[src/inc/cmpwm_consts.svh]
// What this block does
// - Divide oscillator by four through two toggles
// - Half-duty window is inverted second stage
// - Three-quarter window is NAND of both stages
// - Soft-start waits at zero during lockout
// - Reference climbs staircase to final, then holds
// - Current-sense trip ends on-phase promptly
// - Supply sag before startup returns to lockout
// - Every lockout exit restarts fresh soft-start
// - No-bootstrap variant runs on enable, gate-supply
// - Lockout stops comparators, oscillator and gate drive
`ifndef CMPWM_CONSTS_SVH
`define CMPWM_CONSTS_SVH

// Clock rates in kHz
`define CMPWM_CORE_CLK_KHZ 250000
`define CMPWM_OSC_KHZ 1048
// Core cycles per oscillator period (rounded down)
`define CMPWM_OSC_DIV (`CMPWM_CORE_CLK_KHZ / `CMPWM_OSC_KHZ)

// Soft-start timing
`define CMPWM_SS_TIME_MS 60
`define CMPWM_SS_TIME_CYC (`CMPWM_SS_TIME_MS * `CMPWM_CORE_CLK_KHZ)
// Reference steps from zero to the final code
`define CMPWM_SS_STEPS 31
`define CMPWM_REF_W 5
`define CMPWM_REF_RESET 5'h00

// Current-limit response bound, longest time so rounded down
`define CMPWM_CL_RESP_NS 60
`define CMPWM_CLK_PERIOD_NS 4
`define CMPWM_CL_RESP_CYC (`CMPWM_CL_RESP_NS / `CMPWM_CLK_PERIOD_NS)
// Cycles from a registered trip input to gate low
`define CMPWM_CL_LATENCY_CYC 1

// Widths of the internal counters
`define CMPWM_PRE_W 16
`define CMPWM_DWELL_W 32

// One-hot state codes
`define CMPWM_ST_LOCKOUT 3'h1
`define CMPWM_ST_SOFT 3'h2
`define CMPWM_ST_RUN 3'h4

`endif

[src/inc/cmpwm_pkg.sv]
`include "cmpwm_consts.svh"

package cmpwm_pkg;

    // Operating state, one-hot
    typedef enum logic [2:0] {
        CMPWM_LOCKOUT = `CMPWM_ST_LOCKOUT,
        CMPWM_SOFT = `CMPWM_ST_SOFT,
        CMPWM_RUN = `CMPWM_ST_RUN
    } cmpwm_state_t;

    // Comparator results and supply conditions, all synchronous
    typedef struct packed {
        logic enable_lockout_input;
        logic supply_above_wake;
        logic supply_above_low;
        logic gate_supply_ok;
        logic current_limit_comparator;
        logic pwm_comparator;
    } cmpwm_sense_t;

    // Status seen from outside
    typedef struct packed {
        logic undervoltage_lockout;
        logic soft_start_done;
        logic [`CMPWM_REF_W-1:0] ref_code;
    } cmpwm_status_t;

endpackage

[src/cmpwm_toggle.sv]
// One divider stage: toggles on each enabled tick, cleared while stopped
module cmpwm_toggle (
    input wire logic core_clk_in,
    input wire logic rstn_in,
    input wire logic clear_in,
    input wire logic toggle_in,
    output logic q_out,
    output logic q_nxt_out
);
    import cmpwm_pkg::*;

    logic q_r;
    logic q_nxt;

    // Clear has priority so a stopped oscillator restarts from phase zero
    always_comb begin
        q_nxt = q_r;
        if (clear_in) begin
            q_nxt = 1'b0;
        end else if (toggle_in) begin
            q_nxt = ~q_r;
        end
    end

    always_ff @(posedge core_clk_in or negedge rstn_in) begin
        if (!rstn_in) begin
            q_r <= 1'b0;
        end else begin
            q_r <= q_nxt;
        end
    end

    assign q_out = q_r;
    assign q_nxt_out = q_nxt;
endmodule // cmpwm_toggle

[src/cmpwm_core.sv]
`include "cmpwm_consts.svh"

// Timing core of a current-mode PWM controller
module cmpwm_core #(
    parameter bit BOOTSTRAP_LOCKOUT = 1'b1,
    parameter bit THREE_QUARTER_DUTY = 1'b0,
    parameter int unsigned OSC_DIV = `CMPWM_OSC_DIV,
    parameter int unsigned SS_TIME_CYCLES = `CMPWM_SS_TIME_CYC,
    parameter int unsigned SS_STEPS = `CMPWM_SS_STEPS
) (
    input wire logic core_clk_in,
    input wire logic rstn_in,
    input wire cmpwm_pkg::cmpwm_sense_t sense_in,
    output logic gate_drive_output_out,
    output cmpwm_pkg::cmpwm_status_t status_out
);
    import cmpwm_pkg::*;

    localparam int unsigned SS_DWELL = SS_TIME_CYCLES / SS_STEPS;

    // Refuse settings the counters or the current-limit response bound cannot serve
    generate
        if (OSC_DIV < 2 || OSC_DIV > 65535) begin : g_bad_div
            $error("OSC_DIV must be within 2 to 65535");
        end
        if (SS_STEPS < 1 || SS_STEPS > (1 << `CMPWM_REF_W) - 1) begin : g_bad_steps
            $error("SS_STEPS does not fit the reference code");
        end
        if (SS_DWELL < 1) begin : g_bad_dwell
            $error("SS_TIME_CYCLES too small for the step count");
        end
        if (`CMPWM_CL_LATENCY_CYC > `CMPWM_CL_RESP_CYC) begin : g_bad_resp
            $error("Current-limit latency exceeds its bound");
        end
    endgenerate

    cmpwm_state_t state_r;
    cmpwm_state_t state_nxt;
    logic [`CMPWM_PRE_W-1:0] pre_r;
    logic [`CMPWM_PRE_W-1:0] pre_nxt;
    logic [`CMPWM_DWELL_W-1:0] dwell_r;
    logic [`CMPWM_DWELL_W-1:0] dwell_nxt;
    logic [`CMPWM_REF_W-1:0] ref_r;
    logic [`CMPWM_REF_W-1:0] ref_nxt;
    logic term_r;
    logic term_nxt;
    logic gate_r;
    logic gate_nxt;
    logic lockout_r;
    logic lockout_nxt;
    logic done_r;
    logic done_nxt;
    logic osc_stop;
    logic osc_tick;
    logic stage1_q;
    logic stage1_nxt;
    logic stage2_q;
    logic stage2_nxt;
    logic stage2_tick;
    logic window_nxt;
    logic period_start;
    logic release_ok;
    logic fall_back;
    logic trip;

    // Release and fall-back conditions differ per variant
    always_comb begin
        if (BOOTSTRAP_LOCKOUT) begin
            release_ok = sense_in.enable_lockout_input && sense_in.supply_above_wake;
            fall_back = !sense_in.enable_lockout_input || !sense_in.supply_above_low;
        end else begin
            release_ok = sense_in.enable_lockout_input && sense_in.gate_supply_ok;
            fall_back = !sense_in.enable_lockout_input || !sense_in.gate_supply_ok;
        end
    end

    // Lockout, soft-start and run sequencing
    always_comb begin
        state_nxt = state_r;
        case (state_r)
            CMPWM_LOCKOUT: begin
                if (release_ok) begin
                    state_nxt = CMPWM_SOFT;
                end
            end
            CMPWM_SOFT: begin
                if (fall_back) begin
                    state_nxt = CMPWM_LOCKOUT;
                end else if (ref_r == `CMPWM_REF_W'(SS_STEPS)) begin
                    state_nxt = CMPWM_RUN;
                end
            end
            CMPWM_RUN: begin
                if (fall_back) begin
                    state_nxt = CMPWM_LOCKOUT;
                end
            end
            default: begin
                state_nxt = CMPWM_LOCKOUT;
            end
        endcase
    end

    always_ff @(posedge core_clk_in or negedge rstn_in) begin
        if (!rstn_in) begin
            state_r <= CMPWM_LOCKOUT;
        end else begin
            state_r <= state_nxt;
        end
    end

    // Oscillator stands still in lockout to save current
    assign osc_stop = (state_r == CMPWM_LOCKOUT);

    // Prescaler models the base oscillator from the core clock
    always_comb begin
        pre_nxt = pre_r;
        osc_tick = 1'b0;
        if (osc_stop) begin
            pre_nxt = '0;
        end else if (pre_r == `CMPWM_PRE_W'(OSC_DIV - 1)) begin
            pre_nxt = '0;
            osc_tick = 1'b1;
        end else begin
            pre_nxt = pre_r + `CMPWM_PRE_W'(1);
        end
    end

    always_ff @(posedge core_clk_in or negedge rstn_in) begin
        if (!rstn_in) begin
            pre_r <= '0;
        end else begin
            pre_r <= pre_nxt;
        end
    end

    // Two toggle stages divide the base clock by four
    assign stage2_tick = osc_tick && stage1_q;

    cmpwm_toggle u_stage1 (
        .core_clk_in(core_clk_in),
        .rstn_in(rstn_in),
        .clear_in(osc_stop),
        .toggle_in(osc_tick),
        .q_out(stage1_q),
        .q_nxt_out(stage1_nxt)
    );

    cmpwm_toggle u_stage2 (
        .core_clk_in(core_clk_in),
        .rstn_in(rstn_in),
        .clear_in(osc_stop),
        .toggle_in(stage2_tick),
        .q_out(stage2_q),
        .q_nxt_out(stage2_nxt)
    );

    // Maximum on-time window, taken from next stage values to save a cycle
    always_comb begin
        if (THREE_QUARTER_DUTY) begin
            window_nxt = ~(stage1_nxt & stage2_nxt);
        end else begin
            window_nxt = ~stage2_nxt;
        end
    end

    // New switching period begins when both stages wrap to zero
    assign period_start = osc_tick && stage1_q && stage2_q;

    // Comparators are ignored in lockout
    assign trip = !osc_stop
        && (sense_in.current_limit_comparator || sense_in.pwm_comparator);

    // Termination latch: trip sets it, next period clears it, set wins
    always_comb begin
        term_nxt = term_r;
        if (osc_stop) begin
            term_nxt = 1'b0;
        end else if (trip) begin
            term_nxt = 1'b1;
        end else if (period_start) begin
            term_nxt = 1'b0;
        end
    end

    // Gate opens on the release edge and shuts on the fall-back edge
    // Follows window unless terminated; a trip drops it next edge
    always_comb begin
        gate_nxt = 1'b0;
        if (state_nxt != CMPWM_LOCKOUT && window_nxt && !trip) begin
            gate_nxt = !term_r || period_start;
        end
    end

    always_ff @(posedge core_clk_in or negedge rstn_in) begin
        if (!rstn_in) begin
            term_r <= 1'b0;
            gate_r <= 1'b0;
        end else begin
            term_r <= term_nxt;
            gate_r <= gate_nxt;
        end
    end

    // Staircase reference; any lockout resets it for a fresh ramp
    always_comb begin
        dwell_nxt = dwell_r;
        ref_nxt = ref_r;
        if (state_r == CMPWM_LOCKOUT) begin
            dwell_nxt = '0;
            ref_nxt = `CMPWM_REF_RESET;
        end else if (ref_r == `CMPWM_REF_W'(SS_STEPS)) begin
            dwell_nxt = '0;
        end else if (dwell_r == `CMPWM_DWELL_W'(SS_DWELL - 1)) begin
            dwell_nxt = '0;
            ref_nxt = ref_r + `CMPWM_REF_W'(1);
        end else begin
            dwell_nxt = dwell_r + `CMPWM_DWELL_W'(1);
        end
    end

    always_ff @(posedge core_clk_in or negedge rstn_in) begin
        if (!rstn_in) begin
            dwell_r <= '0;
            ref_r <= `CMPWM_REF_RESET;
        end else begin
            dwell_r <= dwell_nxt;
            ref_r <= ref_nxt;
        end
    end

    // Status flags registered so outputs come straight from flops
    always_comb begin
        lockout_nxt = (state_nxt == CMPWM_LOCKOUT);
        done_nxt = (state_nxt == CMPWM_RUN);
    end

    always_ff @(posedge core_clk_in or negedge rstn_in) begin
        if (!rstn_in) begin
            lockout_r <= 1'b1;
            done_r <= 1'b0;
        end else begin
            lockout_r <= lockout_nxt;
            done_r <= done_nxt;
        end
    end

    assign gate_drive_output_out = gate_r;
    assign status_out.undervoltage_lockout = lockout_r;
    assign status_out.soft_start_done = done_r;
    assign status_out.ref_code = ref_r;
endmodule // cmpwm_core

[config.mk]
export PLATFORM = sky130hd
export DESIGN_NAME = cmpwm_core
export DESIGN_NICKNAME = d
export VERILOG_FILES = /design/src/inc/cmpwm_pkg.sv /design/src/cmpwm_toggle.sv /design/src/cmpwm_core.sv
export VERILOG_INCLUDE_DIRS = /design/src /design/src/inc
export SDC_FILE = /design/constraint.sdc
export NUM_CORES = 1
export LEC_CHECK = 0
export ABC_AREA = 1
export BUFFER_PORTS_ARGS = -buffer_cell sky130_fd_sc_hd__buf_2
export CORE_MARGIN = 2
export CORE_UTILIZATION = 55
export CTS_BUF_LIST = sky130_fd_sc_hd__clkbuf_16
export CTS_CLUSTER_DIAMETER = 80
export DETAILED_ROUTE_END_ITERATION = 12
export GPL_TIMING_DRIVEN = 0
export PLACE_DENSITY = 0.71
export SYNTH_ARGS = -nofsm -noshare
export SYNTH_HDL_FRONTEND = slang
export SYNTH_SLANG_ARGS = --single-unit
[constraint.sdc]
create_clock -name core_clk_in -period 3.77 [get_ports core_clk_in]
set_clock_uncertainty 0.2 [all_clocks]
set_input_delay 0.754 -clock core_clk_in [delete_from_list [all_inputs] [get_ports core_clk_in]]
set_output_delay 0.754 -clock core_clk_in [all_outputs]
set_load 0.05 [all_outputs]
==> out/metrics.yaml <==
status: "complete, no violations"
grt_util_all_layers: 0.2506
critPathCaptureType: "register"
grt_max_degree: 63
io_buffers: 14
path_class: "register to register"
die-area_mm2: 0.007475
worst_ir_drop_vdd_mv: 0.3539
synthXorXnorAreaFrac: 0.04684
detail-route-antenna-nets: 0
async_flop_share: 1.000
synthFlopType: "dfrtp_1"
synth_top_family_by_area: "simple AND/OR/NAND/NOR gates"
netlist_instances: 532
grt_pass1_wl_mm: 14.68
clockBufferDepth: 2
die_w_um: 86.46
p_leak_uw: 0.001825
synth.distinct_cells: 35
drtPass1Iterations: 6
drive_gt1_frac: 0.09609
setup_viol: 0
hold_violations: 0
mappedNetlistNets: 547
grt_overflow: 0
hpwl_mm: 6.520
placementRows: 30
cp-start-kind: "register"
nets: 572
fmax_mhz: 446.2
post_cts_buffers: 0
cts_made_buffers: 9
dr.first_iter.drc_count: 230
synth_top_area_cell: "dfrtp_1"
drcViolationCount: 0
finalMaxSlewViolations: 0
worst_pin_slew_ns: 0.7988
hp-class: "primary input to asynchronous set/reset pin"
num-fill-cells: 604
powerDensity_mw_per_mm2: 458.6
dieHeight_um: 86.46
cp.required_ns: 3.83
placeableCoreArea_mm2: 0.006681
cts_tree: "built"
synth_mux_area_frac: 0
wl_per_cell_um: 13.75
gp_congestion: 0.9735
yosysMostFrequentCell: "nand2_1"
yosysWarnings: 0
place_worst_setup_slack_ns: 1.538
syn_area_per_cell_um2: 7.030
final.period_utilization: 0.5945
max_slew_margin: 0.4675
initial_core_util: 0.5597
path_max_fanout: 10
synth_top_area_share: 0.4015
cap_viol_max_count: 0
layout-area-overhead-vs-synth_pct: 12.18
synth_area_leaders: "dfrtp_1 (40%), nand2_1 (14%), nor2_1 (13%)"
setup_slack_ns: 1.529
routed_wirelength_mm: 8.825
synth_enable_flop_cells: 0
synth_seq_cells: 62
antenna_cells: 0
synth_compound_area_frac: 0.02877
viasPerCell: 5.293
cts_root_buffer: "clkbuf_16"
setup_tns_ns: 0
cts_hold_buf: 0
synth_area_mm2: 0.003740
grt_pass1_vias: 3193
rsz0062_at_grt: "no"
htreeDepth: 3
synthTopCellsByCount: "nand2_1 (137), nor2_1 (126), dfrtp_1 (60)"
cp.arrival_ns: 2.30
antenna_found_initial: 0
clock_sinks: 62
io_pins: 16
synth_seq_area_share: 0.4155
clk_latency_ns: 0.32
vias: 3398
synthAdderAreaFrac: 0.02342
period_needed_ns: 2.241
clk_pin_slew_ns: 0.05
ctsResizeCount: 0
yosys.area_share.simple: 0.4142
## power by group
group / switching [µW] / internal, µW
registers: 38.7 / 724
logic: 268 / 105
clock network: 288 / 501
total: 595 / 1330
## worst paths after layout
kind,start,end,slack (ns),cells past startpoint
setup / recovery,ref_r[0],dwell_r[17],1.53,9
hold / removal,rstn_in,dwell_r[5],0.29,1
setup reg to reg,ref_r[0],dwell_r[17],1.53,9
hold reg to reg,pre_r[0],pre_r[0],0.30,1
max in group asynchronous,rstn_in,pre_r[6],2.51,1
min in group core_clk_in,pre_r[0],pre_r[0],0.30,1
## cell families (layout without fill, tap and decap cells)
| group | Yosys count | in the layout |
|---|---|---|
| adder cells (fa/ha/maj) | 7 | 7 |
| AO/OA/AOI/OAI | 17 | 17 |
| AND/OR/NAND/NOR | 359 | 359 |
| buffers and inverters | 67 | 97 |
| XOR/XNOR | 20 | 20 |
| flip-flops | 62 | 62 |
## registers in the layout, summed over array words and instances, names as in the netlist
signal                 flops
ref_r                      5
term_r                     1
done_r                     1
u_stage1.q_out             1
lockout_r                  1
state_r                    3
pre_r                     16
dwell_r                   32
gate_drive_output_out      1
u_stage2.q_out             1
## worst max-delay path: stages (launching register included)
cell and delay (ns):
dfrtp_1 0.42, ha_1 0.24, and3_1 0.19, ha_1 0.22
inv_1 0.14, nand2_1 0.08, inv_1 0.26, nand2_4 0.13
buf_6 0.17, nor2_1 0.10
## cell usage in the layout (no fill, tap or decap), types with 5 or more instances in the layout
cell	instances
buf_2	13
inv_1	58
dfrtp_1	60
nand2_2	5
nor3_1	21
nor2_1	126
nand3_1	43
ha_1	7
clkbuf_16	9
xor2_1	16
nor2_2	5
nand2_1	137
nand4_1	10
## metrics by stage
step	util	total power, µW	hold WS (ns)	area [µm²]	instances
2_1_floorplan	-	1042	0.2584	3740	532
3_3_place_gp	0.5852	1141	0.2847	3910	626
3_5_place_dp	0.5852	1150	0.2907	3910	626
4_1_cts	0.6275	1940	0.2973	4193	642
5_1_grt	0.6279	2022	0.3197	4195	642
6_report	0.6279	1924	0.2884	4195	642
## area by class of cell
cell class / instances / area [µm²] / share of cell area
tap: 80 / 100.1 / 0.02386
multi-input combinational: 403 / 1919 / 0.4575
buffer: 6 / 37.54 / 0.008947
clock buffer: 9 / 225.2 / 0.05368
clock inverter: 7 / 57.56 / 0.01372
sequential: 62 / 1554 / 0.3704
timing repair buffer: 14 / 72.57 / 0.01730
inverter: 61 / 229.0 / 0.05458
## per-layer routing
layer | wire length [µm] | vias up | GRT usage
li1 | - | 1718 | -
met1 | 3989 | 1535 | 0.3274
met2 | 4219 | 123 | 0.4168
met3 | 458 | 22 | 0.04476
met4 | 159 | 0 | 0.09233
met5 | 0 | - | 0
(Power assumes the default switching activity.)
